## src/pkg/hsd_pkg.sv

```systemverilog
// halt/step debug control: shared addresses, field positions, reset values and types
// assumes one processor clock; the debug access port is logic on that same clock
package hsd_pkg;

  // ************************************************************
  // register addresses
  // ************************************************************
  localparam logic [31:0] ADDR_HALT_CONTROL_STATUS  = 32'hE000_EDF0;
  localparam logic [31:0] ADDR_CORE_REG_SELECTOR    = 32'hE000_EDF4;
  localparam logic [31:0] ADDR_CORE_REG_DATA        = 32'hE000_EDF8;
  localparam logic [31:0] ADDR_EXC_MONITOR_CONTROL  = 32'hE000_EDFC;
  localparam logic [31:0] ADDR_SYSTEM_HANDLER_STATE = 32'hE000_EDE0;
  localparam logic [31:0] ADDR_DEBUG_EVENT_STATUS   = 32'hE000_EDE4;
  localparam logic [31:0] ADDR_EXT_RESERVED_LO      = 32'hE000_EE00;
  localparam logic [31:0] ADDR_EXT_RESERVED_HI      = 32'hE000_EEFF;

  // ************************************************************
  // halt_control_status fields
  // ************************************************************
  localparam logic [15:0] WRITE_KEY_VALUE  = 16'hA05F;
  localparam int          KEY_LSB          = 16;
  localparam int          BIT_DEBUG_ENABLE = 0;
  localparam int          BIT_HALT_REQ     = 1;
  localparam int          BIT_STEP         = 2;
  localparam int          BIT_INT_MASK     = 3;
  localparam int          BIT_REG_READY    = 16;
  localparam int          BIT_HALT_STATUS  = 17;
  localparam int          BIT_RETIRE_STICKY = 24;
  localparam int          BIT_RESET_STICKY = 25;

  // ************************************************************
  // other fields and reset values
  // ************************************************************
  localparam int          BIT_SVC_PENDING  = 15;
  localparam int          EVENT_BITS       = 5;
  localparam int          EV_HALT_STEP     = 0;
  localparam int          EV_BREAKPOINT    = 1;
  localparam int          EV_WATCHPOINT    = 2;
  localparam int          EV_VECTOR_CATCH  = 3;
  localparam int          EV_EXTERNAL      = 4;
  localparam int          STICKY_RETIRE    = 0;
  localparam int          STICKY_RESET     = 1;
  localparam logic [31:0] RESET_WORD       = 32'h0000_0000;
  localparam logic        RESET_REG_READY  = 1'b1;

  // ************************************************************
  // types
  // ************************************************************
  typedef enum logic [1:0] {
    ST_RUN,
    ST_STEP,
    ST_HALT
  } hsd_state_e;

  // per-cycle report from the processor pipeline
  typedef struct packed {
    logic instrValid;
    logic instrRetire;
    logic fetchBkpt;
    logic fetchFault;
    logic vcatchHit;
    logic wpMatch;
    logic undefInstr;
    logic accessMpuFault;
    logic svcRequest;
    logic svcActivate;
  } hsd_core_ev_s;

  // one access from the debug access port
  typedef struct packed {
    logic        req;
    logic        write;
    logic [31:0] addr;
    logic [31:0] wdata;
  } hsd_dap_req_s;

endpackage

```

## src/core/hsd_debug_ctrl.sv

```systemverilog
// hsd_debug_ctrl: halting debug control, event ranking and debug status registers
// assumes the debug access port and the processor run on clk; external halt is a raw pin
//
// Behaviour
// - halt 0 step 0 leaves Debug state, runs
// - halt 0 step 1 runs one instruction, halts
// - mask bit blocks tick, service, configurable interrupts
// - halt 1 write keeps Debug state
// - decode only when enabled and halted
// - breakpoint, catch, step synchronous; others asynchronous
// - faulting fetch raises no breakpoint
// - synchronous debug events replace the instruction
// - step event taken on following instruction
// - undefined or faulting access raises no watchpoint
// - four control registers at EDF0 to EDFC
// - EE00 to EEFF reserved, no registers
// - all registers reachable from debug port
// - handler bit 15 reads, writes svc pending
// - svc pending set on request, cleared active
// - event status bits clear on writing one
// - power-on reset clears event status only
// - bit 4 external halt, bit 3 catch
// - debug enable 0 ignores other control bits
// - bit 2 watchpoint, 1 breakpoint, 0 halt
// - control write needs key A05F upper half
// - events halt only while debug enabled
`timescale 1ns/1ps
module hsd_debug_ctrl (
  input  wire logic                clk,
  input  wire logic                arst_n,
  input  wire logic                localReset,
  input  wire logic                externalHaltRequest,
  input  wire hsd_pkg::hsd_core_ev_s coreEv,
  input  wire hsd_pkg::hsd_dap_req_s dapReq,
  output logic                     dapAck,
  output logic                     dapErr,
  output logic [31:0]              dapRdata,
  output logic                     coreHalted,
  output logic                     squashInstr,
  output logic                     maskInts,
  output logic                     svcPending
);

  // ************************************************************
  // state
  // ************************************************************
  hsd_pkg::hsd_state_e state;
  hsd_pkg::hsd_state_e next_state;
  logic        debugEn;
  logic        cHalt;
  logic        cStep;
  logic        cMask;
  logic        stepArmed;
  logic        regRdy;
  logic [31:0] coreRegSel;
  logic [31:0] coreRegData;
  logic [31:0] excMonCtrl;
  logic        extMeta;
  logic        extSync;
  logic [hsd_pkg::EVENT_BITS-1:0] eventStatus;
  logic [1:0]  statusSticky;

  // ************************************************************
  // address decode
  // ************************************************************
  wire hitHcs  = dapReq.addr == hsd_pkg::ADDR_HALT_CONTROL_STATUS;
  wire hitSel  = dapReq.addr == hsd_pkg::ADDR_CORE_REG_SELECTOR;
  wire hitData = dapReq.addr == hsd_pkg::ADDR_CORE_REG_DATA;
  wire hitDemc = dapReq.addr == hsd_pkg::ADDR_EXC_MONITOR_CONTROL;
  wire hitShs  = dapReq.addr == hsd_pkg::ADDR_SYSTEM_HANDLER_STATE;
  wire hitDes  = dapReq.addr == hsd_pkg::ADDR_DEBUG_EVENT_STATUS;
  // reserved window answers as zero and takes no write
  wire hitRsv  = dapReq.addr >= hsd_pkg::ADDR_EXT_RESERVED_LO
              && dapReq.addr <= hsd_pkg::ADDR_EXT_RESERVED_HI;
  wire mapped  = hitHcs | hitSel | hitData | hitDemc | hitShs | hitDes | hitRsv;
  wire wrEn    = dapReq.req & dapReq.write;
  wire rdEn    = dapReq.req & ~dapReq.write;
  wire keyOk   = dapReq.wdata[31:hsd_pkg::KEY_LSB] == hsd_pkg::WRITE_KEY_VALUE;
  wire hcsWr   = wrEn & hitHcs & keyOk;
  wire hcsRd   = rdEn & hitHcs;
  wire selWr   = wrEn & hitSel;
  wire dataWr  = wrEn & hitData;
  wire demcWr  = wrEn & hitDemc;
  wire shsWr   = wrEn & hitShs;
  wire desWr   = wrEn & hitDes;

  wire wrDebugEn = dapReq.wdata[hsd_pkg::BIT_DEBUG_ENABLE];
  wire wrHalt    = dapReq.wdata[hsd_pkg::BIT_HALT_REQ];
  wire wrStep    = dapReq.wdata[hsd_pkg::BIT_STEP];
  wire wrMask    = dapReq.wdata[hsd_pkg::BIT_INT_MASK];

  // ************************************************************
  // external halt pin synchroniser
  // ************************************************************
  always_ff @(posedge clk or negedge arst_n) begin
    if (!arst_n) begin
      extMeta <= 1'b0;
      extSync <= 1'b0;
    end else begin
      extMeta <= externalHaltRequest;
      extSync <= extMeta;
    end
  end

  // ************************************************************
  // debug event ranking
  // ************************************************************
  wire running   = state != hsd_pkg::ST_HALT;
  wire evActive  = debugEn & running;
  // a faulting fetch never reports a breakpoint
  wire syncBkpt  = coreEv.instrValid & coreEv.fetchBkpt & ~coreEv.fetchFault;
  wire syncVc    = coreEv.instrValid & coreEv.vcatchHit;
  // the stepped instruction retired; the next issue is where the step is taken
  wire syncStep  = coreEv.instrValid & stepArmed;
  // no access was made, so no data match can count
  wire wpHit     = coreEv.wpMatch & ~coreEv.undefInstr & ~coreEv.accessMpuFault;
  wire takeSync  = evActive & (syncBkpt | syncVc | syncStep);
  // asynchronous ones wait behind any synchronous event of the cycle
  wire takeAsync = evActive & ~takeSync & (wpHit | cHalt | extSync);
  wire enterHalt = takeSync | takeAsync;

  wire [hsd_pkg::EVENT_BITS-1:0] eventSet = {
    takeAsync & extSync,
    takeSync & syncVc,
    takeAsync & wpHit,
    takeSync & syncBkpt,
    (takeSync & syncStep) | (takeAsync & cHalt)
  };
  wire [hsd_pkg::EVENT_BITS-1:0] eventClr =
    desWr ? dapReq.wdata[hsd_pkg::EVENT_BITS-1:0] : '0;

  // only the power-on reset reaches this register, a local reset leaves it
  hsd_sticky_bits #(.W(hsd_pkg::EVENT_BITS)) u_event_status (
    .clk     (clk),
    .arst_n  (arst_n),
    .setBits (eventSet),
    .clrBits (eventClr),
    .q       (eventStatus)
  );

  // retire and reset stickies clear on a control/status read
  wire [1:0] stickySet = {localReset, coreEv.instrRetire & running};
  wire [1:0] stickyClr = {hcsRd, hcsRd};

  hsd_sticky_bits #(.W(2)) u_status_sticky (
    .clk     (clk),
    .arst_n  (arst_n),
    .setBits (stickySet),
    .clrBits (stickyClr),
    .q       (statusSticky)
  );

  // ************************************************************
  // run / step / halt sequencing
  // ************************************************************
  wire haltedWr = hcsWr & debugEn & ~running;

  always_comb begin
    next_state = state;
    unique case (state)
      hsd_pkg::ST_RUN, hsd_pkg::ST_STEP: begin
        if (enterHalt) begin
          next_state = hsd_pkg::ST_HALT;
        end
      end
      hsd_pkg::ST_HALT: begin
        if (!debugEn) begin
          next_state = hsd_pkg::ST_RUN;
        end else if (haltedWr && !wrHalt && !wrStep) begin
          next_state = hsd_pkg::ST_RUN;
        end else if (haltedWr && !wrHalt && wrStep) begin
          next_state = hsd_pkg::ST_STEP;
        end
      end
    endcase
    if (localReset) begin
      next_state = hsd_pkg::ST_RUN;
    end
  end

  always_ff @(posedge clk or negedge arst_n) begin
    if (!arst_n) begin
      state       <= hsd_pkg::ST_RUN;
      coreHalted  <= 1'b0;
      squashInstr <= 1'b0;
      stepArmed   <= 1'b0;
    end else begin
      state       <= next_state;
      coreHalted  <= next_state == hsd_pkg::ST_HALT;
      squashInstr <= takeSync;
      stepArmed   <= (state == hsd_pkg::ST_STEP) && !enterHalt && !localReset
                   && (stepArmed || coreEv.instrRetire);
    end
  end

  // ************************************************************
  // control bits
  // ************************************************************
  // a write with halt held keeps the mask change safe; other changes are dropped, but a write clearing debug enable clears the mask
  wire maskMay = cHalt & wrHalt;

  always_ff @(posedge clk or negedge arst_n) begin
    if (!arst_n) begin
      debugEn <= 1'b0;
      cHalt   <= 1'b0;
      cStep   <= 1'b0;
      cMask   <= 1'b0;
    end else if (hcsWr && !wrDebugEn) begin
      debugEn <= 1'b0;
      cHalt   <= 1'b0;
      cStep   <= 1'b0;
      cMask   <= 1'b0;
    end else if (hcsWr) begin
      debugEn <= 1'b1;
      // an event in the same cycle still leaves halt reading 1
      cHalt   <= wrHalt | enterHalt;
      cStep   <= wrStep;
      cMask   <= maskMay ? wrMask : cMask;
    end else if (enterHalt) begin
      cHalt   <= 1'b1;
    end
  end

  // masking only matters while the core runs; nmi is never touched
  always_ff @(posedge clk or negedge arst_n) begin
    if (!arst_n) begin
      maskInts <= 1'b0;
    end else begin
      maskInts <= debugEn & cMask & (next_state != hsd_pkg::ST_HALT);
    end
  end

  // ************************************************************
  // plain storage and transfer handshake
  // ************************************************************
  always_ff @(posedge clk or negedge arst_n) begin
    if (!arst_n) begin
      coreRegSel  <= hsd_pkg::RESET_WORD;
      coreRegData <= hsd_pkg::RESET_WORD;
      excMonCtrl  <= hsd_pkg::RESET_WORD;
      regRdy      <= hsd_pkg::RESET_REG_READY;
    end else begin
      if (selWr) begin
        coreRegSel <= dapReq.wdata;
      end
      if (dataWr) begin
        coreRegData <= dapReq.wdata;
      end
      if (demcWr) begin
        excMonCtrl <= dapReq.wdata;
      end
      // the selected transfer is treated as done one cycle after the select
      regRdy <= ~selWr;
    end
  end

  // ************************************************************
  // supervisor call pending
  // ************************************************************
  wire svcWrVal = dapReq.wdata[hsd_pkg::BIT_SVC_PENDING];
  // a new request wins over activation and over a written zero
  wire next_svcPending = coreEv.svcRequest
                       | (shsWr ? svcWrVal : (svcPending & ~coreEv.svcActivate));

  always_ff @(posedge clk or negedge arst_n) begin
    if (!arst_n) begin
      svcPending <= 1'b0;
    end else if (localReset) begin
      svcPending <= coreEv.svcRequest;
    end else begin
      svcPending <= next_svcPending;
    end
  end

  // ************************************************************
  // read path
  // ************************************************************
  wire [3:0]  ctrlRead = debugEn ? {cMask, cStep, cHalt, 1'b1} : 4'h0;
  wire [31:0] hcsRead  = {6'h00, statusSticky[hsd_pkg::STICKY_RESET],
                          statusSticky[hsd_pkg::STICKY_RETIRE], 4'h0, 1'b0, 1'b0,
                          state == hsd_pkg::ST_HALT, regRdy, 12'h000, ctrlRead};
  wire [31:0] shsRead  = {16'h0000, svcPending, 15'h0000};
  wire [31:0] desRead  = {27'h0000000, eventStatus};
  wire [31:0] rdMux    = hitHcs  ? hcsRead
                       : hitData ? coreRegData
                       : hitDemc ? excMonCtrl
                       : hitShs  ? shsRead
                       : hitDes  ? desRead
                       : 32'h0000_0000;

  always_ff @(posedge clk or negedge arst_n) begin
    if (!arst_n) begin
      dapAck   <= 1'b0;
      dapErr   <= 1'b0;
      dapRdata <= 32'h0000_0000;
    end else begin
      dapAck   <= dapReq.req;
      dapErr   <= dapReq.req & ~mapped;
      dapRdata <= rdEn ? rdMux : 32'h0000_0000;
    end
  end
endmodule

```

## src/core/hsd_sticky_bits.sv

```systemverilog
// hsd_sticky_bits: a vector of sticky flags, set by hardware, cleared by request
// assumes set and clear come from logic on clk; only the asynchronous reset clears all
`timescale 1ns/1ps
module hsd_sticky_bits #(
  parameter int W = 1
) (
  input  wire logic         clk,
  input  wire logic         arst_n,
  input  wire logic [W-1:0] setBits,
  input  wire logic [W-1:0] clrBits,
  output logic      [W-1:0] q
);

  logic [W-1:0] next_q;

  // set wins over clear so no event is lost in the clearing cycle
  assign next_q = (q & ~clrBits) | setBits;

  always_ff @(posedge clk or negedge arst_n) begin
    if (!arst_n) begin
      q <= '0;
    end else begin
      q <= next_q;
    end
  end

endmodule

```

## config.mk

```make
export PLATFORM = sky130hd
export DESIGN_NAME = hsd_debug_ctrl
export DESIGN_NICKNAME = d
export VERILOG_FILES = /design/src/pkg/hsd_pkg.sv /design/src/core/hsd_debug_ctrl.sv /design/src/core/hsd_sticky_bits.sv
export SDC_FILE = /design/constraint.sdc
export NUM_CORES = 1
export LEC_CHECK = 0
export BUFFER_PORTS_ARGS = -buffer_cell sky130_fd_sc_hd__buf_2
export CAP_MARGIN = 20
export CORE_MARGIN = 1
export CORE_UTILIZATION = 45
export CTS_CLUSTER_DIAMETER = 120
export DETAILED_ROUTE_END_ITERATION = 6
export PLACE_DENSITY = 0.74
export SYNTH_ARGS = -nofsm -noshare
export SYNTH_HDL_FRONTEND = slang
export SYNTH_SLANG_ARGS = --single-unit
export TNS_END_PERCENT = 10
```

## constraint.sdc

```tcl
create_clock -name clk -period 1.7 [get_ports clk]
set_clock_uncertainty 0.1 [all_clocks]
set_input_delay 0.34 -clock clk [delete_from_list [all_inputs] [get_ports clk]]
set_output_delay 0.34 -clock clk [all_outputs]
set_load 0.03 [all_outputs]
```

=== Word-level counts from Yosys, hierarchy flattened ===
Index checks and enable logic that the tools add are counted.

* Bits in registers: 119
* Input bits: 80
* Output and inout port bits: 38
* Word-level logic and storage cells: 143

* Magnitude comparators: 2
* Equal/unequal tests: 12
* Mux-type cells: 26
* Bitwise gates (word level): 63
* Reductions and logical operators: 20

{| class="wikitable"
|+ Operator list
! operator !! count
|-
| 32-bit equality test, second input constant || 6
|-
| 32-bit two-way mux || 4
|-
| 1-bit bitwise AND || 34
|-
| 32-bit greater-or-equal comparator, second input constant || 1
|-
| 32-bit <= comparator, second input constant || 1
|-
| 16-bit equality test, second input constant || 1
|-
| 16-bit two-way mux || 1
|-
| 1-bit OR || 14
|-
| 1-bit two-way mux || 12
|-
| 2-bit two-way mux || 5
|-
| 5-bit two-way mux || 2
|-
| 1-bit NOT || 9
|-
| 1-bit logical AND || 8
|-
| 5-bit bitwise AND || 1
|-
| 1-bit zero test || 5
|-
| 5-bit NOT || 1
|-
| 5-bit OR || 1
|-
| 2-bit equality test, second input constant || 2
|-
| 4-bit two-way mux || 1
|-
| 2-bit != test, second input constant || 2
|-
| 2-bit one-hot mux with 2 select lines || 1
|-
| 2-bit nonzero test || 2
|-
| 3-bit nonzero test || 1
|-
| 2-bit bitwise AND || 1
|-
| 7 further kinds || 7
|}

=== Logic depth before layout (Yosys ltp) ===
Gate-level depths: netlist of run 1.

* Depth in word-level cells: 14
* Mapped depth: 6
* Depth with buffers taken out: 5

=== By module ===
A second synthesis of run 1 with hierarchy kept.

* Cells, all modules: 412
* Area total of the unflattened synthesis: 5,337.6 µm²

{| class="wikitable"
|+ By module, submodules not included
! module !! instances !! cells each !! area an instance (µm²) !! seq. area each (µm²)
|-
| hsd_debug_ctrl || 1 || 391 || 5,083.6 || 2,803.9
|-
| hsd_sticky_bits (u_event_status) || 1 || 15 || 181.4 || 125.1
|-
| hsd_sticky_bits (u_status_sticky) || 1 || 6 || 72.6 || 50.0
|}

=== Worst setup path after synthesis of run 1 ===
No wires, ideal clock.

* Path kind: input to register
* Start: input dapReq[49] (netlist name)
* End: register debugEn
* Setup time: 0.125 ns
* Arrival time: 1.823 ns
* Data required time: 1.475 ns
* Setup slack: -0.348 ns
* Stages on the path: 5
* Buffers on the path: 0
* Cells stage by stage: nor4b_2 -> nand4_1 -> nor3_2 -> and2_1 -> mux2_2

* Longest elaborated chain between the ends: 5
* Elaborated cells between the ends (all ways): 6
* Those cells by class: 1 x eq/ne; 1 x mux; 2 x bitwise; 2 x reduce/logical

{| class="wikitable"
|+ RTL lines
! element !! line !! source
|-
| from (decl) || hsd_debug_ctrl.sv:34 || <nowiki>input wire hsd_pkg::hsd_dap_req_s dapReq,</nowiki>
|-
| 32-bit equality test (*) || hsd_debug_ctrl.sv:66 || <nowiki>wire hitHcs = dapReq.addr == hsd_pkg::ADDR_HALT_CONTROL_STATUS;</nowiki>
|-
| 1-bit bitwise AND (*) (2 in a row) || hsd_debug_ctrl.sv:79 || <nowiki>wire hcsWr = wrEn & hitHcs & keyOk;</nowiki>
|-
| 1-bit logical AND || hsd_debug_ctrl.sv:208 || <nowiki>end else if (hcsWr && !wrDebugEn) begin</nowiki>
|-
| 1-bit two-way mux / 2-bit nonzero test (equally long branches) || -- ||
|-
| to (signal assigned) || hsd_debug_ctrl.sv:204 || <nowiki>debugEn <= 1'b0;</nowiki>
|-
| to (signal assigned) || hsd_debug_ctrl.sv:209 || <nowiki>debugEn <= 1'b0;</nowiki>
|-
| to (signal assigned) || hsd_debug_ctrl.sv:214 || <nowiki>debugEn <= 1'b1;</nowiki>
|-
| to (decl) || hsd_debug_ctrl.sv:49 || <nowiki>logic debugEn;</nowiki>
|}

Mark *: on every way between the ends. The rest lies on a longest branch, timed or not.
A chain may end at the register's enable or synchronous reset.

=== Worst setup path after layout of run 1 ===
* Start: input dapReq[48] (netlist name)
* End: register coreRegData[1]

* Longest elaborated chain between the ends: 2

{| class="wikitable"
|+ RTL lines
! element !! line !! source
|-
| 32-bit equality test || hsd_debug_ctrl.sv:68 || <nowiki>wire hitData = dapReq.addr == hsd_pkg::ADDR_CORE_REG_DATA;</nowiki>
|-
| 1-bit bitwise AND || hsd_debug_ctrl.sv:82 || <nowiki>wire dataWr = wrEn & hitData;</nowiki>
|-
| to (signal assigned) || hsd_debug_ctrl.sv:239 || <nowiki>coreRegData <= hsd_pkg::RESET_WORD;</nowiki>
|-
| to (signal assigned) || hsd_debug_ctrl.sv:247 || <nowiki>coreRegData <= dapReq.wdata;</nowiki>
|-
| to (decl) || hsd_debug_ctrl.sv:56 || <nowiki>logic [31:0] coreRegData;</nowiki>
|}

Every way passes these cells.

==> qor.txt, run 1 <==
status -> complete, but fails checks
failing checks -> setup timing
Die X -> 108.7 µm
HP Class -> in2reg
filler instances -> 828
Initial DRC Count -> 248
CTS max path bufs -> 2
RSZ-0062 raised after global routing -> yes
vias in the first global route -> 4103
antenna-violating nets left -> 0
Yosys warning count -> 0
Syn Area/Cell -> 12.83 µm²
max incr delay on CP -> 0.39 ns
register area -> 2979 µm²
cell accounting for the most synthesized area -> dfrtp_1
Final #Nets -> 655
first-pass GRT wire length -> 20240 µm
total CTS buffers -> 17
Top Ports -> 118
row count -> 38
Setup WS post-layout -> -0.05128 ns
mapped cell area -> 5121 µm²
Total GRT Usage -> 23.29%
H-tree levels -> 4
crit path max-delay cell type -> nor4_4
Overflow after GRT -> 0
hold_ws -> 0.02773 ns
area delta synth->final -> 37.65%
CTS root buf -> clkbuf_16
power per cell area -> 1019 nW/µm²
DRC -> 0
CTS tree -> built
wire per inst -> 17.22 µm
Tightest Pin Transition -> 0.3695 ns
Port Buf Inserts -> 117
CP Launch Type -> input pin
initial antenna violation count -> 0
Slew Limit Headroom -> 75.31%
final wirelength -> 12540 µm
Initial Util -> 46.63%
FFs w/ async S/R, synth -> 100.0%
Syn Nets -> 479
Bufs and invs on worst path -> 2
HPWL after detailed placement -> 8784 µm
clock latency on the worst-skew pair -> 0.41 ns
Clk pin slew, worst setup/hold paths -> 0.05 ns
largest net degree at the start of global routing -> 58
Power Total -> 7.181 mW
critical-path maximum fanout -> 15
top_reg_cell synth -> dfrtp_1
Core Area -> 10980 µm²
Seq/Total Area, Yosys -> 58.17%
WP data required -> 1.90 ns
Cells after Synth -> 399
Max Slew Vio Count -> 0
vias per cell -> 5.301
DIE HEIGHT -> 108.7 µm
Yosys top cell area share -> 57.66%
fraction of layout cells with a size suffix above 1 -> 50.00%
most frequent CP cell -> nor4_4
Worst EP arrival -> 1.95 ns
CP Class -> in2reg
Unique masters post-synth -> 49
CP Launch Point -> dapReq[48]
worst vdd ir -> 0.6543 mV
top area cells in the synthesized netlist -> dfrtp_1 (58%), mux2_2 (14%), mux2i_1 (4.9%)
Final period util -> 103.0%
DP Worst Slack -> -0.6131 ns
maxcap violations -> 0
flops & latches, synth -> 119
Hold Vio Cnt, Final -> 0
R2R Path Start -> stepArmed
clock sinks -> 119
final core utilization -> 64.18%
critical path's top delay family -> simple AND/OR/NAND/NOR gates
DR pass1 iterations -> 4
area of the die -> 11810 µm²
area of the multi-input gates -> 2117 µm²
crit end category -> flip-flop
hold_sp -> coreEv[1]
final setup vio count -> 64
GPL Wtd Cong -> 0.9154
minimum clock period -> 1.751 ns
number of flops mapped to enable cells by yosys -> 0
CP cell instances -> buf_2 -> nor4_4 -> nand2_2 -> nor4_4 -> nand4_2 -> buf_6 -> mux2_4
maximum clock rate -> 571.0 MHz
Pleak -> 3.640 nW
via count -> 3859
Ant. Diodes -> 0
[layer usage]
metal	vias to the layer above	track usage, %	part of all wire [%]
li1	1798	-	-
met2	140	39.01	50
met5	-	0	0
met1	1898	28.59	41
met4	0	9.363	2.6
met3	23	6.216	6.1
[cells by family (layout without fill, tap and decap cells)]
kind of cell,Yosys count,in the layout,synth area share (%)
flops,119,119,58.17
mux,91,91,19.40
buf+inv,23,212,2.614
compound gates,46,46,6.328
simple gates,120,120,13.49
[synth_stat cells, types with 4 or more instances]
library cell / n
nand2b_1: 5
nand4_1: 12
nor3_1: 8
o21ai_0: 5
nand2_1: 16
a22o_1: 4
buf_6: 6
clkbuf_1: 11
nand3_1: 5
mux2_2: 62
a21oi_1: 13
mux2i_1: 25
nor2b_1: 9
a32o_1: 4
mux2_1: 4
nor2_1: 38
dfrtp_1: 118
a22oi_1: 5
inv_1: 4
and2_1: 5
[sequential cells by signal (all words and copies together) (netlist names), 2 cells and up]
signal             count
state                  2
coreRegData           32
u_status_sticky.q      2
u_event_status.q       5
dapRdata              32
excMonCtrl            32
[through the flow]
step	cell area, µm²	setup TNS, ns	instances
after floorplan	5177	-23.86	399
after global placement	6280	-49.87	693
after detailed placement	6280	-53.02	693
after CTS	6998	-1.330	728
after global routing	7049	-9.515	728
final	7049	-1.747	728
[layout make-up]
cell class	instances	share of cell area, %
clock inverters	15	3.195
repair buffers	176	15.78
inverters	4	0.2130
multi-input cells	257	30.03
clock buffers	17	6.035
well taps	140	2.485
flip-flops and latches	119	42.26
[path summary, 6_finish.rpt]
check	to	cells after the start	slack (ns)
setup / recovery	coreRegData[1]	7	-0.05
hold / removal	svcPending	2	0.03
setup reg to reg	stepArmed	4	0.11
hold reg to reg	extSync	0	0.25
max in group asynchronous	regRdy	3	0.73
min in group asynchronous	dapRdata[13]	2	0.18
[report_power, final]
group	leakage, nW	switching, mW	internal [mW]
registers	1.63	0.00447	2.84
logic	1.69	0.229	0.188
clock network	0.318	1.31	2.61
[placed cells by master (no fill, tap or decap), types with 3 or more instances in the layout]
| master | synthesis | final |
|---|---|---|
| nor4_4 | 1 | 3 |
| clkinv_4 | 0 | 4 |
| and2_1 | 5 | 4 |
| mux2_2 | 62 | 61 |
| buf_2 | 2 | 114 |
| nand4_1 | 12 | 12 |
| bufinv_16 | 0 | 5 |
| mux2_4 | 0 | 5 |
| dfrtp_1 | 118 | 118 |
| a22oi_1 | 5 | 5 |
| nor3_1 | 8 | 4 |
| o21ai_0 | 5 | 5 |
| mux2i_1 | 25 | 25 |
| a21oi_1 | 13 | 13 |
| a32o_1 | 4 | 4 |
| buf_6 | 6 | 7 |
| clkbuf_16 | 0 | 17 |
| buf_12 | 0 | 3 |
| nand2_1 | 16 | 15 |
| nor2b_1 | 9 | 9 |
| inv_1 | 4 | 4 |
| clkinv_2 | 0 | 3 |
| nor3_2 | 1 | 4 |
| nand2b_1 | 5 | 5 |
| nand3_1 | 5 | 5 |
| buf_4 | 0 | 49 |
| a22o_1 | 4 | 4 |
| nor2_1 | 38 | 38 |
[timing repair]
action	in CTS	in global routing
setup endpoints to repair	97	110
resized for setup	9	10
hold buffers	2	0
buffers inserted	1	0
hold endpoints to repair	119	0
pin swaps	5	10
Note: power is estimated with default switching activity, not from simulation.
==> run 2, diff against run 1 <==
--- a/config.mk
+++ b/config.mk
@@ -5,7 +5,7 @@
 export SDC_FILE = /design/constraint.sdc
 export NUM_CORES = 1
 export LEC_CHECK = 0
-export BUFFER_PORTS_ARGS = -buffer_cell sky130_fd_sc_hd__buf_2
+export BUFFER_PORTS_ARGS = -buffer_cell sky130_fd_sc_hd__buf_4
 export CAP_MARGIN = 20
 export CORE_MARGIN = 1
 export CORE_UTILIZATION = 45
==> run 2 against run 1 <==
Net effect: clock power decreased by 12%; critical path type unchanged; global-route usage decreased by 0.73 points; hold slack got worse by 0.0048 ns; sequential cell count unchanged; the flow still finishes with violations (setup timing); register-to-register slack about the same.
==> qor.txt, run 2 (same netlist as run 1, synthesis figures left out) <==
Slew Limit Headroom -> 71.38% (-3.9 points)
R2R cell count -> 4 (unchanged)
Hold Vio Cnt, Final -> 0 (unchanged)
first-pass GRT wire length -> 19750 µm (-2.4%)
largest net degree at the start of global routing -> 38 (-34%)
Pleak -> 3.652 nW (+0.33%)
crit path to -> dapRdata[27]
Max Slew Vio Count -> 0 (unchanged)
Overflow after GRT -> 0 (unchanged)
Inst Count DP -> 690 (-0.43%)
maxcap violations -> 0 (unchanged)
CP Launch Type -> input pin
total CTS buffers -> 17 (unchanged)
final std cells w/o fill -> 724 (-0.55%)
Top Ports -> 118 (unchanged)
switch share -> 22.51% (+1.0 points)
commonest non-fill, non-tap cell in the layout -> buf_4
fraction of layout cells with a size suffix above 1 -> 50.00% (unchanged)
dpl cell area -> 6573 µm² (+4.7%)
final wirelength -> 12290 µm (-2.0%)
most frequent cells in the layout -> buf_4 (158), dfrtp_1 (118), mux2_2 (61)
antenna-violating nets left -> 0 (unchanged)
filler instances -> 818 (-1.2%)
DRC -> 0 (unchanged)
HPWL after detailed placement -> 8722 µm (-0.70%)
final core utilization -> 66.06% (+1.9 points)
row count -> 38 (unchanged)
H-tree levels -> 4 (unchanged)
status -> complete, but fails checks
area of the die -> 11810 µm² (unchanged)
register area -> 2979 µm² (unchanged)
CP Class -> in2reg
wire per inst -> 16.97 µm (-1.4%)
DP Worst Slack -> -0.5071 ns (+0.1060 ns)
switching power -> 1.523 mW (-1.4%)
maximum clock rate -> 580.9 MHz (+1.7%)
Total GRT Usage -> 22.56% (-0.73 points)
vias per cell -> 5.380 (+1.5%)
Largest regs -> coreRegData: 32 flops, dapRdata: 32 flops, excMonCtrl: 32 flops
CTS tree -> built
initial antenna violation count -> 0 (unchanged)
HP Class -> in2reg
Port Buf Inserts -> 117 (unchanged)
critical-path maximum fanout -> 22 (+7)
DR pass1 iterations -> 4 (unchanged)
R2R Path Start -> stepArmed
WP data required -> 1.93 ns (+0.03 ns)
Worst EP arrival -> 1.95 ns (about the same)
Seq pwr share -> 42.1% (+2.4 points)
minimum clock period -> 1.721 ns (-0.02980 ns)
failing checks -> setup timing
Clk pin slew, worst setup/hold paths -> 0.05 ns (about the same)
clock latency on the worst-skew pair -> 0.41 ns (about the same)
CP Launch Point -> dapReq[49]
Setup WS post-layout -> -0.02148 ns (+0.02980 ns)
final setup vio count -> 9 (-86%)
CTS root buf -> clkbuf_16
clock power share -> 51.1% (-3.4 points)
worst vdd ir -> 0.6080 mV (-7.1%)
GPL Wtd Cong -> 0.8577 (-6.3%)
post-CTS setup buffer count -> 0 (-1)
Ant. Diodes -> 0 (unchanged)
Die X -> 108.7 µm (unchanged)
area delta synth->final -> 41.68%
Initial DRC Count -> 203 (-18%)
vias in the first global route -> 4076 (-0.66%)
CTS max path bufs -> 2 (unchanged)
Pint -> 5.244 mW (-7.0%)
RSZ-0062 raised after global routing -> yes
Final #Nets -> 651 (-0.61%)
Combinational Power Share -> 6.8% (+1.0 points)
final instance area -> 7256 µm² (+2.9%)
area of the multi-input gates -> 2120 µm² (+0.12%)
via count -> 3895 (+0.93%)
RR Endpoint -> stepArmed
Core Area -> 10980 µm² (unchanged)
Final period util -> 101.3% (-1.8 points)
power per cell area -> 932.6 nW/µm² (-8.5%)
DIE HEIGHT -> 108.7 µm (unchanged)
Initial Util -> 46.63% (unchanged)
reg-to-reg slack, setup -> 0.11 ns (about the same)
Tightest Pin Transition -> 0.4260 ns (+0.05651 ns)
clock sinks -> 119 (unchanged)
crit end category -> flip-flop
-- run 2: changes by cell type in the layout (fill, tap and decap cells not counted) --
cell	before	now
buf_12	3	5
buf_2	114	0
buf_4	49	158
buf_8	1	0
bufinv_16	5	2
clkbuf_1	0	1
clkinv_2	3	2
clkinvlp_4	1	4
nor2_1	38	33
nor2_2	0	5
nor3_1	4	6
nor3_2	4	2
-- run 2: worst max-delay path, stage by stage --
cell	delay (ns)
buf_6	0.10
nor4b_4	0.27
buf_4	0.14
nand4_1	0.14
nor4_2	0.28
buf_4	0.17
nand4_1	0.15
buf_12	0.20
nor2_1	0.14
-- run 2: per-layer routing --
| layer | global-route usage [%] | wire length (µm) |
|---|---|---|
| met1 | 26.79 | 4999 |
| met2 | 38.25 | 6280 |
| met3 | 7.173 | 781 |
| met4 | 8.494 | 227 |
| met5 | 0 | 0 |
-- run 2: area by class of cell --
| class | instances | area share [%] |
|---|---|---|
| clock inverters | 14 | 2.104 |
| flip-flops and latches | 119 | 41.06 |
| inverters | 4 | 0.2069 |
| well taps | 140 | 2.414 |
| clock buffers | 18 | 5.915 |
| multi-input cells | 257 | 29.21 |
| repair buffers | 172 | 19.09 |
-- run 2: stage by stage --
stage	TNS [ns]	total power, mW	hold WS [ns]
after floorplan	-23.86	3.014	-0.05559
after global placement	-50.05	3.342	0.1848
after detailed placement	-50.67	3.349	0.1904
after CTS	-0.3071	6.819	0.008056
after global routing	-5.650	7.004	0.004531
final	-0.09942	6.766	0.02297
-- run 2: how the worst min path moves through the flow --
stage | from | to | slack (ns) | depth (start not counted)
after global placement | arst_n | coreRegData[23] | 0.18 | 1
after floorplan | arst_n | cHalt | -0.06 | 0
final | coreEv[1] | svcPending | 0.02 | 2
after detailed placement | arst_n | coreRegData[23] | 0.19 | 1
after CTS | coreEv[1] | svcPending | 0.008 | 2
after global routing | coreEv[1] | svcPending | 0.005 | 2
-- run 2: timing repair --
item,CTS,global route
endpoints found under the hold margin,24,0
hold buffers,2,0
pin swaps,4,5
gates cloned,0,0
resized for setup,11,9
endpoints found under the setup margin,98,108
-- run 2: power groups by stage --
stage	clock [mW]	sequential, mW	combinational, mW
finish	3.46	2.85	0.461
floorplan	0	2.91	0.107
CTS	3.51	2.85	0.465
global route	3.65	2.85	0.502
detailed placement	0	2.90	0.452
global placement	0	2.90	0.444
==> run 3, diff against run 2 <==
--- a/config.mk
+++ b/config.mk
@@ -5,8 +5,9 @@
 export SDC_FILE = /design/constraint.sdc
 export NUM_CORES = 1
 export LEC_CHECK = 0
+export ABC_AREA = 1
 export BUFFER_PORTS_ARGS = -buffer_cell sky130_fd_sc_hd__buf_4
-export CAP_MARGIN = 20
+export CAP_MARGIN = 10
 export CORE_MARGIN = 1
 export CORE_UTILIZATION = 45
 export CTS_CLUSTER_DIAMETER = 120
==> run 3 against run 2 <==
Net effect: the flow finishes with violations (DRC); register-to-register slack hardly changed; sequential cell count stayed put; critical path depth stayed put; largest cell class unchanged; global-route usage is 0.55 points higher; cell area is 1.7% higher; highest routed layer unchanged; largest power group unchanged; hold slack worse by 0.0052 ns.
==> qor.txt, run 3 <==
Yosys top cell area share -> 54.09% (-3.6 points)
R2R Path Start -> debugEn
Syn Nets -> 693 (+45%)
CTS tree -> built
total CTS buffers -> 17 (unchanged)
Largest regs -> coreRegData: 32 flops, dapRdata: 32 flops, excMonCtrl: 32 flops
HPWL after detailed placement -> 9525 µm (+9.2%)
Seq/Total Area, Yosys -> 54.57% (-3.6 points)
filler instances -> 950 (+16%)
Clk pin slew, worst setup/hold paths -> 0.05 ns (about the same)
final wirelength -> 13320 µm (+8.4%)
status -> complete, but fails checks
count leader, synth -> nand2_1
Hold Vio Cnt, Final -> 0 (unchanged)
largest net degree at the start of global routing -> 45 (+18%)
Slew Limit Headroom -> 71.19% (-0.19 points)
Unique masters post-synth -> 35 (-29%)
failing checks -> DRC
reg-to-reg slack, setup -> 0.12 ns (about the same)
Synth top cells by count -> nand2_1 (165), dfrtp_1 (118), inv_1 (74), o21ai_1 (39), nand3_1 (35)
worst hold stages -> 3 (+1)
area of the die -> 12580 µm² (+6.5%)
Cells after Synth -> 613 (+54%)
crit end category -> flip-flop
Initial DRC Count -> 319 (+57%)
Core Area -> 11610 µm² (+5.7%)
maxcap violations -> 0 (unchanged)
power per cell area -> 901.3 nW/µm² (-3.4%)
Overflow after GRT -> 0 (unchanged)
Initial Util -> 47.00% (+0.38 points)
final setup vio count -> 0 (-9)
CTS max path bufs -> 2 (unchanged)
Port Buf Inserts -> 117 (unchanged)
HP Class -> in2reg
top_reg_cell synth -> dfrtp_1
Yosys warning count -> 0 (unchanged)
Die X -> 112.1 µm (+3.2%)
Final #Nets -> 856 (+31%)
first-pass GRT wire length -> 22540 µm (+14%)
commonest non-fill, non-tap cell in the layout -> nand2_1
Syn Area/Cell -> 8.905 µm² (-31%)
flops & latches, synth -> 119 (unchanged)
WP data required -> 1.90 ns (-0.03 ns)
RR Endpoint -> maskInts
hold_ws -> 0.01780 ns (-0.005174 ns)
RSZ-0062 raised after global routing -> no
via count -> 4683 (+20%)
Top Ports -> 118 (unchanged)
CP Class -> reg2reg
area delta synth->final -> 35.23%
maximum clock rate -> 631.0 MHz (+8.6%)
Tightest Pin Transition -> 0.4321 ns (+0.006164 ns)
Pleak -> 3.843 nW (+5.2%)
Worst EP arrival -> 1.79 ns (-0.16 ns)
R2R cell count -> 9 (+5)
Max Slew Vio Count -> 0 (unchanged)
Power Total -> 6.653 mW (-1.7%)
CTS root buf -> clkbuf_16
minimum clock period -> 1.585 ns (-0.1366 ns)
wire per inst -> 14.29 µm (-16%)
clock latency on the worst-skew pair -> 0.41 ns (about the same)
most frequent cells in the layout -> nand2_1 (165), buf_4 (153), dfrtp_1 (118)
vias in the first global route -> 4829 (+18%)
vias per cell -> 5.025 (-6.6%)
Ant. Diodes -> 0 (unchanged)
Total GRT Usage -> 23.11% (+0.55 points)
Final period util -> 93.23% (-8.0 points)
FFs w/ async S/R, synth -> 100.0% (unchanged)
Worst Hold Path EP -> svcPending
DRC -> 7 (+7)
initial antenna violation count -> 0 (unchanged)
top area cells in the synthesized netlist -> dfrtp_1 (54%), nand2_1 (11%), o21ai_2 (5.1%)
cell accounting for the most synthesized area -> dfrtp_1
worst vdd ir -> 0.8276 mV (+36%)
DIE HEIGHT -> 112.1 µm (+3.2%)
DR pass1 iterations -> 6 (+2)
GPL Wtd Cong -> 0.8914 (+3.9%)
CP Launch Type -> flip-flop
critical-path maximum fanout -> 5 (-77%)
mapped cell area -> 5459 µm² (+6.6%)
number of flops mapped to enable cells by yosys -> 0 (unchanged)
H-tree levels -> 4 (unchanged)
fraction of layout cells with a size suffix above 1 -> 32.32% (-18 points)
row count -> 39 (+2.6%)
hold_sp -> coreEv[1]
antenna-violating nets left -> 0 (unchanged)
clock sinks -> 119 (unchanged)
-- run 3: cell types whose count changed after synthesis, moves of 8 or more --
cell      previous run  this run
nor2_1              38        29
a21oi_1             13        30
clkbuf_1            11         2
o21ai_0              5        13
nand3_1              5        35
nand2_1             16       165
mux2i_1             25         0
inv_1                4        74
mux2_2              62         0
nor2b_1              9         0
o21ai_2              0        32
o21ai_1              0        39
-- run 3: area by class of cell --
type	instances	area, µm²	share of cell area [%]
well taps	143	178.9	2.424
clock buffers	23	457.9	6.203
repair buffers	164	1329	18.00
inverters	80	307.8	4.169
multi-input cells	394	2028	27.47
clock inverters	9	101.3	1.373
flip-flops and latches	119	2979	40.36
-- run 3: cells by family after synthesis --
family / count (synthesis) / share of synthesized area, %
flops: 119 / 54.57
compound gates: 125 / 14.05
simple gates: 269 / 22.94
buf+inv: 100 / 8.435
-- run 3: what timing repair did --
action                     CTS  global route
gates resized for setup      0             2
hold buffers                 4             0
setup endpoints to repair    0             1
setup buffers                0             0
hold endpoints to repair    30             0
-- run 3: where the power goes --
group	internal, mW	switching [mW]	total [mW]
registers	2.85	0.00429	2.85
clock network	2.18	1.21	3.39
logic	0.200	0.213	0.413
total	5.22	1.43	6.65
-- run 3: metal layers --
metal / part of all wire, % / GRT usage (%) / up-vias / wire length [µm]
met5: 0 / 0 / - / 0
met4: 1.9 / 9.244 / 0 / 256
met3: 6.0 / 6.102 / 20 / 800
met2: 52 / 40.04 / 146 / 6888
met1: 40 / 27.44 / 2225 / 5377
li1: - / - / 2292 / -
-- run 3: stage by stage --
step | instance area [µm²] | setup slack [ns] | utilization [%] | setup TNS, ns | cells
after detailed placement | 6774 | -0.1616 | 58.33 | -12.50 | 896
final | 7382 | 0.1151 | 63.56 | 0 | 932
after floorplan | 5459 | 0.09982 | - | 0 | 613
after global routing | 7382 | 0.001555 | 63.56 | 0 | 932
after global placement | 6774 | -0.1421 | 58.33 | -8.416 | 896
after CTS | 7373 | 0.09002 | 63.49 | 0 | 932
-- run 3: worst max-delay path by stage --
| stage | start | endpoint |
|---|---|---|
| final | debugEn | maskInts |
| after global routing | debugEn | maskInts |
| after CTS | state[1] | maskInts |
| after detailed placement | dapReq[41] | excMonCtrl[18] |
| after global placement | dapReq[18] | maskInts |
| after floorplan | dapReq[45] | excMonCtrl[24] |
-- run 3: critical path, stage by stage, from the launching register on --
cell,delay [ns]
dfrtp_1,0.42
inv_1,0.14
nor2_2,0.21
nand2_1,0.12
nand2_1,0.07
inv_1,0.05
nand2_1,0.10
nand2_1,0.06
nor2_1,0.14
nor2_1,0.06
